`src/include/fan_alarm_cfg.svh`:
```
// Register offsets, codes and timing constants of the fan drive alarm block
`ifndef FAN_ALARM_CFG_SVH
`define FAN_ALARM_CFG_SVH

// Holding register space
`define HR_GENERAL_RESET     16'h0000
`define HR_FIXED_SET_A       16'h0015
`define HR_FIXED_SET_C       16'h001E
`define HR_FIXED_SET_B       16'h0027
`define HR_FAN_MODEL_CODE    16'h002C
`define HR_OUTPUT_FUNCTION   16'h002E
`define HR_FIXED_SET_D       16'h0032
`define HR_COMM_TIMEOUT      16'h0038
`define HR_INPUT_TYPE        16'h0040
`define HR_TEMP_SPEED        16'h0042

// Input register space
`define IR_FIRMWARE_VERSION  16'h0000
`define IR_DRIVE_MODEL_ID    16'h0001
`define IR_ALARM_MAIN        16'h000A
`define IR_ALARM_SUB         16'h0011
`define IR_REFERENCE_LEVEL   16'h001D
`define IR_TRANSDUCER_LEVEL  16'h001E
`define IR_ABSORBED_POWER    16'h001F
`define IR_INPUT_CURRENT     16'h0020

// Command codes and reset values
`define GENERAL_RESET_CMD    16'h0001
`define OUTFUNC_ALARM        16'h0001
`define OUTFUNC_RESET        16'h0000
`define INPUT_TYPE_RESET     16'h0001

// Alarm main and sub codes
`define MAIN_NONE            16'h0000
`define MAIN_MEMORY          16'h0001
`define MAIN_SHORT           16'h0002
`define MAIN_SYNC            16'h0003
`define MAIN_GROUP4          16'h0004
`define SUB_NONE             16'h0000
`define SUB_INPUT_VOLT       16'h0001
`define SUB_BUS_OVER         16'h0020
`define SUB_BUS_UNDER        16'h0021
`define SUB_RELAY_OPEN       16'h0022
`define SUB_PHASE_U          16'h0031
`define SUB_PHASE_V          16'h0032
`define SUB_PHASE_W          16'h0033
`define SUB_START_CURRENT    16'h0034
`define SUB_OVER_TEMP        16'h0071
`define SUB_COMM_LOSS        16'h00FF

// Timing
`define CLK_FREQ_HZ          32'h00989680
`define SECOND_TIME_S        32'h00000001
`define SECOND_CYCLES        (`CLK_FREQ_HZ * `SECOND_TIME_S)
`define RESTART_DELAY_S      16'h000A

`endif

```
`src/include/fan_alarm_pkg.sv`:
```
// Types shared by the fan drive alarm block
package fan_alarm_pkg;

   typedef enum logic [2:0] {
      ST_RUN     = 3'b001,
      ST_BLOCKED = 3'b010,
      ST_RESTART = 3'b100
   } alarm_state_e;

   typedef struct packed {
      logic        valid;
      logic        blocking;
      logic [15:0] mainCode;
      logic [15:0] subCode;
   } fault_s;

   // Fault source index, lowest index wins
   typedef enum logic [3:0] {
      F_MEMORY, F_SHORT, F_PHASE_U, F_PHASE_V, F_PHASE_W, F_COMM,
      F_SYNC, F_INPUT_VOLT, F_BUS_OVER, F_BUS_UNDER, F_RELAY, F_START_CUR, F_OVER_TEMP
   } fault_src_t;

endpackage

```
`src/verilog/fan_drive_alarm_status_reset.sv`:
```
// Alarm coding, clearing, restart and register access of a fan motor drive
//
// Behaviour
// - Reference input reported as raw count, 10 V over 2^16 per count.
// - Input register 30 returns transducer raw count, same scaling.
// - Input register 31 returns absorbed power in watts.
// - Input register 32 returns input current in milliamperes.
// - Holding register 44 returns fan model code.
// - Input registers 0 and 1 return firmware version and drive model.
// - Blocking fault stops motor at once until reset.
// - Auto-restarting fault raises alarm, restarts motor after a delay.
// - Alarm visible in code registers, status light and digital output.
// - Codes 0/0 none, 1/0 memory, 2/0 short, 3/0 sync loss.
// - Code 4/1 input voltage out of range, only while stopped, auto.
// - Codes 4/32 bus overvoltage, 4/33 bus undervoltage, auto-restarting.
// - Code 4/34 input relay not closed, auto-restarting.
// - Codes 4/49, 4/50, 4/51 missing phase U, V, W, blocking.
// - Codes 4/52 starting current, 4/113 overtemperature, auto-restarting.
// - Code 4/255 communication loss, blocking.
// - Output function 1: output low normally, high while alarm active.
// - Analog input types 1,4,7,10 clear alarms when command is zero.
// - Fixed input types 2,6,9,12 clear alarms when four set registers zero.
// - Temporary mode clears only by writing 1 to register 0.
// - Writing 1 to holding register 0 clears alarms in every mode.
// - Nonzero communication timeout expiring stops fan with alarm until reset.
`timescale 1ns/1ps
`include "fan_alarm_cfg.svh"

module fan_drive_alarm_status_reset
   import fan_alarm_pkg::*;
#(
   parameter logic [31:0] SECOND_CYCLES    = `SECOND_CYCLES,
   parameter logic [15:0] RESTART_SECONDS  = `RESTART_DELAY_S,
   parameter logic [15:0] FIRMWARE_VERSION = 16'h0001, // Arbitrary value
   parameter logic [15:0] DRIVE_MODEL_ID   = 16'h0A5A, // Arbitrary value
   parameter logic [15:0] FAN_MODEL_CODE   = 16'h0001  // Arbitrary value
)(
   input  wire logic        core_clk,
   input  wire logic        rst,
   input  wire logic        clkEn,
   // Register access, one request per clkEn cycle with accValid high
   input  wire logic        accValid,
   input  wire logic        accWrite,
   input  wire logic        accHolding,
   input  wire logic [15:0] accAddr,
   input  wire logic [15:0] accWdata,
   output logic             rspValid,
   output logic [15:0]      rspData,
   output logic             rspError,
   // Measurements
   input  wire logic [15:0] referenceRaw,
   input  wire logic [15:0] transducerRaw,
   input  wire logic [15:0] powerWatts,
   input  wire logic [15:0] currentMilliamps,
   // Fault detectors, each a level or pulse
   input  wire logic        faultMemory,
   input  wire logic        faultShort,
   input  wire logic        faultSync,
   input  wire logic        faultInputVolt,
   input  wire logic        faultBusOver,
   input  wire logic        faultBusUnder,
   input  wire logic        faultRelay,
   input  wire logic [2:0]  faultPhase,
   input  wire logic        faultStartCurrent,
   input  wire logic        faultOverTemp,
   // Drive side
   output logic             motorRun,
   output logic             alarmOut,
   output logic             statusLed
);

   alarm_state_e     state;
   logic [15:0]      alarmMain;
   logic [15:0]      alarmSub;
   logic [15:0]      generalReset;
   logic [15:0]      outputFunction;
   logic [15:0]      inputType;
   logic [15:0]      commTimeout;
   logic [15:0]      tempSpeed;
   logic [15:0]      fixedSet [4];
   logic [31:0]      prescaler;
   logic             secondTick;
   logic [15:0]      idleSeconds;
   logic [15:0]      restartSeconds;
   logic             commExpired;
   logic [12:0]      faultVec;
   fault_s           newFault;
   logic             clearReq;
   logic             resetWrite;
   logic             fixedWrite;
   logic             fixedAllZero;
   logic             holdWrite;

   // Input type decoding for the reset actions
   function automatic logic isAnalogType(input logic [15:0] t);
      return (t == 16'h0001) || (t == 16'h0004) || (t == 16'h0007) || (t == 16'h000A);
   endfunction

   function automatic logic isFixedType(input logic [15:0] t);
      return (t == 16'h0002) || (t == 16'h0006) || (t == 16'h0009) || (t == 16'h000C);
   endfunction

   function automatic int fixedIndex(input logic [15:0] a);
      case (a)
         `HR_FIXED_SET_A: return 0;
         `HR_FIXED_SET_B: return 1;
         `HR_FIXED_SET_C: return 2;
         `HR_FIXED_SET_D: return 3;
         default:         return -1;
      endcase
   endfunction

   // Fault code table; lower index has priority, blocking ones first
   function automatic fault_s faultCode(input int idx);
      fault_s f;
      f = '{valid: 1'b1, blocking: 1'b0, mainCode: `MAIN_GROUP4, subCode: `SUB_NONE};
      case (idx)
         F_MEMORY:     begin f.mainCode = `MAIN_MEMORY; f.blocking = 1'b1; end
         F_SHORT:      begin f.mainCode = `MAIN_SHORT;  f.blocking = 1'b1; end
         F_PHASE_U:    begin f.subCode = `SUB_PHASE_U; f.blocking = 1'b1; end
         F_PHASE_V:    begin f.subCode = `SUB_PHASE_V; f.blocking = 1'b1; end
         F_PHASE_W:    begin f.subCode = `SUB_PHASE_W; f.blocking = 1'b1; end
         F_COMM:       begin f.subCode = `SUB_COMM_LOSS; f.blocking = 1'b1; end
         F_SYNC:       f.mainCode = `MAIN_SYNC;
         F_INPUT_VOLT: f.subCode = `SUB_INPUT_VOLT;
         F_BUS_OVER:   f.subCode = `SUB_BUS_OVER;
         F_BUS_UNDER:  f.subCode = `SUB_BUS_UNDER;
         F_RELAY:      f.subCode = `SUB_RELAY_OPEN;
         F_START_CUR:  f.subCode = `SUB_START_CURRENT;
         default:      f.subCode = `SUB_OVER_TEMP;
      endcase
      return f;
   endfunction

   assign holdWrite  = clkEn && accValid && accWrite && accHolding;
   assign resetWrite = holdWrite && (accAddr == `HR_GENERAL_RESET) && (accWdata == `GENERAL_RESET_CMD);
   assign fixedWrite = holdWrite && (fixedIndex(accAddr) >= 0);

   // Checks the set values after the pending write lands
   always_comb begin
      fixedAllZero = 1'b1;
      for (int i = 0; i < 4; i++) begin
         if (fixedWrite && (fixedIndex(accAddr) == i)) begin
            if (accWdata != 16'h0000) fixedAllZero = 1'b0;
         end else if (fixedSet[i] != 16'h0000) begin
            fixedAllZero = 1'b0;
         end
      end
   end

   always_comb begin
      clearReq = resetWrite;
      if (isAnalogType(inputType) && (referenceRaw == 16'h0000))
         clearReq = 1'b1;
      if (isFixedType(inputType) && fixedWrite && fixedAllZero)
         clearReq = 1'b1;
   end

   assign faultVec = {faultOverTemp, faultStartCurrent, faultRelay, faultBusUnder, faultBusOver,
                      faultInputVolt && !motorRun,
                      faultSync, commExpired, faultPhase[2], faultPhase[1], faultPhase[0],
                      faultShort, faultMemory};

   always_comb begin
      newFault = '{valid: 1'b0, blocking: 1'b0, mainCode: `MAIN_NONE, subCode: `SUB_NONE};
      for (int i = 12; i >= 0; i--) begin
         if (faultVec[i]) newFault = faultCode(i);
      end
   end

   // One-second tick shared by timeout and restart delay
   always_ff @(posedge core_clk) begin
      if (rst) begin
         prescaler  <= 32'h00000000;
         secondTick <= 1'b0;
      end else if (clkEn) begin
         secondTick <= (prescaler == SECOND_CYCLES - 32'h00000001);
         if (prescaler == SECOND_CYCLES - 32'h00000001) prescaler <= 32'h00000000;
         else prescaler <= prescaler + 32'h00000001;
      end
   end

   // Traffic watchdog; any access restarts it
   always_ff @(posedge core_clk) begin
      if (rst) begin
         idleSeconds <= 16'h0000;
         commExpired <= 1'b0;
      end else if (clkEn) begin
         commExpired <= 1'b0;
         if (accValid || commTimeout == 16'h0000) begin
            idleSeconds <= 16'h0000;
         end else if (secondTick) begin
            if (idleSeconds + 16'h0001 >= commTimeout) begin
               commExpired <= 1'b1;
               idleSeconds <= 16'h0000;
            end else begin
               idleSeconds <= idleSeconds + 16'h0001;
            end
         end
      end
   end

   // Alarm state; a blocking fault in the clear cycle wins over the clear
   always_ff @(posedge core_clk) begin
      if (rst) begin
         state          <= ST_RUN;
         alarmMain      <= `MAIN_NONE;
         alarmSub       <= `SUB_NONE;
         restartSeconds <= 16'h0000;
      end else if (clkEn) begin
         case (state)
            ST_RUN: begin
               if (newFault.valid) begin
                  alarmMain      <= newFault.mainCode;
                  alarmSub       <= newFault.subCode;
                  restartSeconds <= 16'h0000;
                  state          <= newFault.blocking ? ST_BLOCKED : ST_RESTART;
               end
            end
            ST_RESTART: begin
               if (newFault.valid && newFault.blocking) begin
                  alarmMain <= newFault.mainCode;
                  alarmSub  <= newFault.subCode;
                  state     <= ST_BLOCKED;
               end else if (clearReq ||
                            (secondTick && restartSeconds + 16'h0001 >= RESTART_SECONDS)) begin
                  alarmMain <= `MAIN_NONE;
                  alarmSub  <= `SUB_NONE;
                  state     <= ST_RUN;
               end else if (secondTick) begin
                  restartSeconds <= restartSeconds + 16'h0001;
               end
            end
            ST_BLOCKED: begin
               // Only a reset action frees a blocking fault
               if (clearReq && !(newFault.valid && newFault.blocking)) begin
                  alarmMain <= `MAIN_NONE;
                  alarmSub  <= `SUB_NONE;
                  state     <= ST_RUN;
               end
            end
            default: state <= ST_RUN;
         endcase
      end
   end

   // Outputs follow state one cycle later, straight from flops
   always_ff @(posedge core_clk) begin
      if (rst) begin
         motorRun  <= 1'b1;
         alarmOut  <= 1'b0;
         statusLed <= 1'b0;
      end else if (clkEn) begin
         motorRun  <= (state == ST_RUN);
         statusLed <= (state != ST_RUN);
         // Other output functions are produced elsewhere; this output stays low then
         alarmOut  <= (outputFunction == `OUTFUNC_ALARM) && (state != ST_RUN);
      end
   end

   // Holding register writes
   always_ff @(posedge core_clk) begin
      if (rst) begin
         generalReset   <= 16'h0000;
         outputFunction <= `OUTFUNC_RESET;
         inputType      <= `INPUT_TYPE_RESET;
         commTimeout    <= 16'h0000;
         tempSpeed      <= 16'h0000;
         for (int i = 0; i < 4; i++) fixedSet[i] <= 16'h0000;
      end else if (holdWrite) begin
         case (accAddr)
            `HR_GENERAL_RESET:   generalReset   <= accWdata;
            `HR_OUTPUT_FUNCTION: outputFunction <= accWdata;
            `HR_INPUT_TYPE:      inputType      <= accWdata;
            `HR_COMM_TIMEOUT:    commTimeout    <= accWdata;
            `HR_TEMP_SPEED:      tempSpeed      <= accWdata;
            default: begin
               if (fixedWrite) fixedSet[fixedIndex(accAddr)] <= accWdata;
            end
         endcase
      end
   end

   // Register reads and write answers, one cycle after the request
   always_ff @(posedge core_clk) begin
      if (rst) begin
         rspValid <= 1'b0;
         rspData  <= 16'h0000;
         rspError <= 1'b0;
      end else if (clkEn) begin
         rspValid <= accValid;
         rspData  <= 16'h0000;
         rspError <= 1'b0;
         if (accValid && accHolding) begin
            case (accAddr)
               `HR_GENERAL_RESET:   rspData <= generalReset;
               `HR_FIXED_SET_A:     rspData <= fixedSet[0];
               `HR_FIXED_SET_B:     rspData <= fixedSet[1];
               `HR_FIXED_SET_C:     rspData <= fixedSet[2];
               `HR_FIXED_SET_D:     rspData <= fixedSet[3];
               `HR_OUTPUT_FUNCTION: rspData <= outputFunction;
               `HR_INPUT_TYPE:      rspData <= inputType;
               `HR_COMM_TIMEOUT:    rspData <= commTimeout;
               `HR_TEMP_SPEED:      rspData <= tempSpeed;
               `HR_FAN_MODEL_CODE: begin
                  rspData  <= FAN_MODEL_CODE;
                  rspError <= accWrite;
               end
               default: rspError <= 1'b1;
            endcase
            if (accWrite) rspData <= 16'h0000;
         end else if (accValid) begin
            // Input registers are read only
            rspError <= accWrite;
            case (accAddr)
               `IR_FIRMWARE_VERSION: rspData <= FIRMWARE_VERSION;
               `IR_DRIVE_MODEL_ID:   rspData <= DRIVE_MODEL_ID;
               `IR_ALARM_MAIN:       rspData <= alarmMain;
               `IR_ALARM_SUB:        rspData <= alarmSub;
               `IR_REFERENCE_LEVEL:  rspData <= referenceRaw;
               `IR_TRANSDUCER_LEVEL: rspData <= transducerRaw;
               `IR_ABSORBED_POWER:   rspData <= powerWatts;
               `IR_INPUT_CURRENT:    rspData <= currentMilliamps;
               default:              rspError <= 1'b1;
            endcase
            if (accWrite) rspData <= 16'h0000;
         end
      end
   end

endmodule

```
`config.mk`:
```
export PLATFORM = sky130hd
export DESIGN_NAME = fan_drive_alarm_status_reset
export DESIGN_NICKNAME = d
export VERILOG_FILES = /design/src/include/fan_alarm_pkg.sv /design/src/verilog/fan_drive_alarm_status_reset.sv
export VERILOG_INCLUDE_DIRS = /design/src /design/src/include
export SDC_FILE = /design/constraint.sdc
export NUM_CORES = 1
export LEC_CHECK = 0
export BUFFER_PORTS_ARGS = -buffer_cell sky130_fd_sc_hd__buf_2
export CAP_MARGIN = 30
export CORE_MARGIN = 4
export CORE_UTILIZATION = 64
export CTS_CLUSTER_SIZE = 14
export DETAILED_ROUTE_END_ITERATION = 6
export HOLD_SLACK_MARGIN = 0.12
export PLACE_DENSITY = 0.86
export SETUP_SLACK_MARGIN = 0.02
export SLEW_MARGIN = 15
export SYNTH_ARGS = -nofsm -noshare
export SYNTH_HDL_FRONTEND = slang
export SYNTH_SLANG_ARGS = --single-unit
```
`constraint.sdc`:
```
create_clock -name core_clk -period 7.43 [get_ports core_clk]
set_input_delay 1.1145 -clock core_clk [delete_from_list [all_inputs] [get_ports core_clk]]
set_output_delay 1.1145 -clock core_clk [all_outputs]
set_load 0.05 [all_outputs]
```
Word-level counts from Yosys, hierarchy flattened
Memory sizes are Yosys's and may differ from the RTL's. Index checks and enable logic that the tools add are counted.

Add/sub/neg operators: 3. Magnitude comparators: 3. Eq/ne operators: 39. Multiplexer cells: 78. Reduce and logical (&&, ||, !) cells: 54.

Operators with widths (number): $mux W34 (13); $mux W16 (18); $pmux W16 S10 (1); $pmux W16 S8 (1); $pmux W32 S4 (1); $eq A16 B6 Y1 const B (6); $pmux W16 S3 (2); $eq A16 B5 Y1 const B (5); $reduce_bool A16 Y1 (5); $eq A16 B1 Y1 const B (4); $eq A16 B4 Y1 const B (4); $eq A32 B3 Y1 const B (2); $eq A16 B3 Y1 const B (3); $logic_not A16 Y1 (3); $add A16 B1 Y16 const B (2); $add A32 B1 Y32 const B (1); $eq A16 B7 Y1 const B (2); $eq A32 B2 Y1 const B (1); $eq A32 B24 Y1 const B (1); $ge A32 B1 Y1 const B (1); $logic_not A32 Y1 (1); $mux W32 (1); $pmux W16 S2 (1); $mux W1 (28); 26 further kinds (70).

Register bits after elaboration: 202. RAM bits: 64. Bits of input ports: 114. Output and inout port bits: 21. Word-level logic and storage cells: 197. Memories kept: 1.

Memories: fixedSet (words 4, width 16, read ports 4, clocked after memory_dff 0, wr ports 4, RTL line fan_drive_alarm_status_reset.sv:80) `logic [15:0] fixedSet [4];`.

Longest topological paths before layout
Word-level depth: 18. Mapped depth: 15. Mapped depth without buffers: 14.

Worst setup path after synthesis
Ideal clock, no wire load.

Path kind: input to register. Start point: input accAddr[13]. End point: memory fixedSet[2][0] (enable). Library setup time: 0.411 ns. Arrival: 3.662 ns. Required time: 7.019 ns. Path slack: 3.356 ns. Cell stages on the path: 5. Buffers on the path: 2. Cells stage by stage: or4_1 > buf_4 > or4_1 > buf_6 > o21ai_0.

RTL lines: start: declaration (RTL line fan_drive_alarm_status_reset.sv:45) `input wire logic [15:0] accAddr,`; end: declaration (RTL line fan_drive_alarm_status_reset.sv:80).

Worst setup path in the final report
Start point: register idleSeconds[0]. End point: register idleSeconds[6].

Cells in the longest elaborated chain, start to end: 5.

RTL lines: start: declaration (RTL line fan_drive_alarm_status_reset.sv:83) `logic [15:0] idleSeconds;`; start signal: assignment (RTL line fan_drive_alarm_status_reset.sv:197) `idleSeconds <= idleSeconds + 16'h0001;`; $add A16 B1 Y16 (*) (RTL line fan_drive_alarm_status_reset.sv:193, fan_drive_alarm_status_reset.sv:197); $ge A16 B16 Y1 (RTL line fan_drive_alarm_status_reset.sv:193) `if (idleSeconds + 16'h0001 >= commTimeout) begin`; $mux W16 (*) (RTL line fan_drive_alarm_status_reset.sv:193); $mux W16 (*) (RTL line fan_drive_alarm_status_reset.sv:192) `end else if (secondTick) begin`; $mux W16 (*) (RTL line fan_drive_alarm_status_reset.sv:190) `if (accValid || commTimeout == 16'h0000) begin`.

Every way passes the cells marked *; elsewhere a longest branch is shown, timed or not. The select of a mux whose other input is x is not followed. A chain may end at the register's enable or synchronous reset.

==> results.toml <==
[layout]
final_cell_count_no_fill = 1789
layout-drive-gt1-share = 0.154
area_growth_syn_to_layout_pct = 13.8
layout.nets = 1669

[cts]
htree_levels = 1
clk_path_buf_depth = 3
clk_latency_ns = 0.54
cts_setup_buffers = 0
clkSinkCount = 244
cts_buffers = 25
ctsHoldBuffers = 0
cts_tree = "built"
post_cts_resized = 0
root_buffer = "clkbuf_16"
clk_pin_slew_ns = 0.07

[run_status]
violations = "design-rule violations"
status = "complete, but fails checks"

[sta]
worst_pin_slew_ns = 0.943
hold_ws_ns = 0.433
setup_tns_ns = 0
fin_crit_ns = 4.04
hold_violations = 0
setup_viol = 0
slew_headroom = 0.366
timing.final.crit_share = 0.544
max_freq_ghz = 0.247
rsz0062_at_grt = "false"
drv_slew = 0
skew_ns = 0.0162
setup_ws_ns = 3.39

[power_and_ir_drop]
p_leak_nw = 5.03
ir_drop_v = 0.000174
power_density_nw_per_um2 = 207

[synth]
synth-edff-count = 64
asyncSetResetFlopFracSynth = 0
ys_top_cells_by_count = "nand2_1 (292), dfxtp_1 (180), nor2_1 (125)"
synth_area_leaders = "dfxtp_1 (29%), edfxtp_1 (16%), nand2_1 (8.9%)"
synth_ff_type = "dfxtp_1"
syn_area_um2 = 12300
syn-num-nets = 1569
synth.avg_cell_area_um2 = 8.56
yosysWarnings = 0
synth-seq-cells = 244
yosysMostFrequentCell = "nand2_1"
synthDistinctLibCells = 81
yosys.area.top_type = "dfxtp_1"
seq_area_frac_synth = 0.450
netlist_instances = 1435
yosysTopAreaCellShare = 0.293

[die]
fp.coreArea_um2 = 18800
dieHeight_um = 147
die_x_um = 147
num_io_pins = 135
initial_core_util = 0.654
rows = 50
die_area_um2 = 21500

[critical_path]
r2r_end = "idleSeconds[6]$_SDFFE_PP0P_"
required_ns = 7.91
r2r_start = "idleSeconds[0]$_SDFFE_PP0P_"
critPathMaxFanout = 11
ff2ff_path_depth = 14
rrSetupSlack_ns = 3.39
arrival_ns = 4.52
path_class = "register to register"
cp-end-kind = "register"
cp-start-kind = "register"

[place]
dp_hpwl_mm = 27.7
dpl_worst_slack_ns = 3.05
port_buffers = 134
place.gp.congestion = 1.04
dp_cells = 1741

[route]
firstDrtPassIters = 7
routed_wl_mm = 39.2
viasPerCell = 6.80
num_vias = 12200
ant_nets = 0
drt_iter0_drc = 1864
wl_per_cell_um = 21.9
drc = 2

[job]
max_cap_viol_count = 0

[hold_path]
worstHoldEndpoint = "rspData[6]$_SDFFE_PP0P_"
holdCritPathClass = "register to register"
hold_start = "rspData[6]$_SDFFE_PP0P_"
whs_path_depth = 2

[global_routing]
grt_pass1_wl_mm = 60.1
antenna_found_initial = 1
grt_pass1_vias = 11200
grt_start_max_net_pins = 69
grt_util_all_layers = 0.347
overflow = 0
## registers in the layout, indices dropped and copies added, names as in the netlist, 3 cells and up
signal          cells
state               3
commTimeout        16
alarmMain           3
inputType          16
restartSeconds     16
idleSeconds        16
rspData            16
prescaler          32
generalReset       16
outputFunction     16
tempSpeed          16
alarmSub            7
fixedSet           64
## area by class of cell
| class | count | area, µm² |
|---|---|---|
| Inverter | 52 | 195 |
| Clock buffer | 32 | 714 |
| Clock inverter | 14 | 158 |
| Sequential cell | 244 | 5530 |
| Tap cell | 234 | 293 |
| Antenna cell | 1 | 2.50 |
| Fill cell | 1309 | 4800 |
| Timing Repair Buffer | 152 | 806 |
| Multi-Input combinational cell | 1060 | 6270 |
## routing by layer
layer	vias to the layer above	global-route usage	share of wire
li1	5467	-	-
met1	5631	0.428	0.36
met2	906	0.571	0.46
met3	168	0.0900	0.13
met4	0	0.164	0.054
met5	-	0	0
## placed cells by master (no fill, tap or decap), drive strengths merged, types with 30 or more instances in the layout
cell    count
edfxtp     64
buf       152
nand3      30
dfxtp     180
nor2      125
nand2     292
nor4       56
clkbuf     32
a21oi     123
inv        52
## worst max path at each step
stage | to | start | cells past startpoint | slack, ns
6_report | idleSeconds[6]$_SDFFE_PP0P_ | idleSeconds[0]$_SDFFE_PP0P_ | 14 | 3.39
5_1_grt | idleSeconds[6]$_SDFFE_PP0P_ | idleSeconds[0]$_SDFFE_PP0P_ | 14 | 3.12
4_1_cts | idleSeconds[6]$_SDFFE_PP0P_ | idleSeconds[0]$_SDFFE_PP0P_ | 14 | 3.43
3_5_place_dp | alarmMain[0]$_SDFFE_PP0P_ | accAddr[13] | 9 | 3.05
3_3_place_gp | alarmMain[0]$_SDFFE_PP0P_ | accAddr[13] | 9 | 3.12
2_1_floorplan | fixedSet[2][0]$_SDFFCE_PN0P_ | accAddr[13] | 5 | 3.36
## critical path, stage by stage, from the launching register on
cell and delay, ns:
dfxtp_1 0.40, ha_1 0.21, and3_1 0.23, nand3_1 0.19, nor2_1 0.20, nand3_1 0.18
and2_1 0.22, or2_2 0.30, ha_1 0.30, a21oi_1 0.16, nor2b_1 0.07, a2111oi_0 0.65
o2111a_1 0.56, and3_1 0.21, a221o_1 0.11
## logic make-up (layout without fill, tap and decap cells)
| group | Yosys count | in the layout | share of synthesized area |
|---|---|---|---|
| adders and majority gates | 20 | 20 | 0.0204 |
| DFF | 244 | 244 | 0.450 |
| xor gates and xnor gates | 44 | 44 | 0.0314 |
| AOI/OAI and AO/OA | 319 | 319 | 0.182 |
| buffers and inverters | 131 | 250 | 0.0426 |
| muxes | 10 | 10 | 0.00887 |
| and+or+nand+nor | 667 | 667 | 0.265 |
| other | 0 | 1 | 0 |
## metrics by stage
| stage | total power [mW] | utilization | instance area [µm²] |
|---|---|---|---|
| finish | 2.90 | 0.744 | 14000 |
| global route | 2.97 | 0.744 | 14000 |
| CTS | 2.90 | 0.744 | 14000 |
| detailed placement | 1.60 | 0.697 | 13100 |
| global placement | 1.59 | 0.697 | 13100 |
| floorplan | 1.51 | - | 12300 |
## report_power, final
part / internal (mW) / leakage (nW) / switching, mW
clock: 0.787 / 0.429 / 0.537
sequential: 1.39 / 2.06 / 0.0190
combinational: 0.0539 / 2.54 / 0.115
Note: power is estimated with default switching activity, not from simulation.
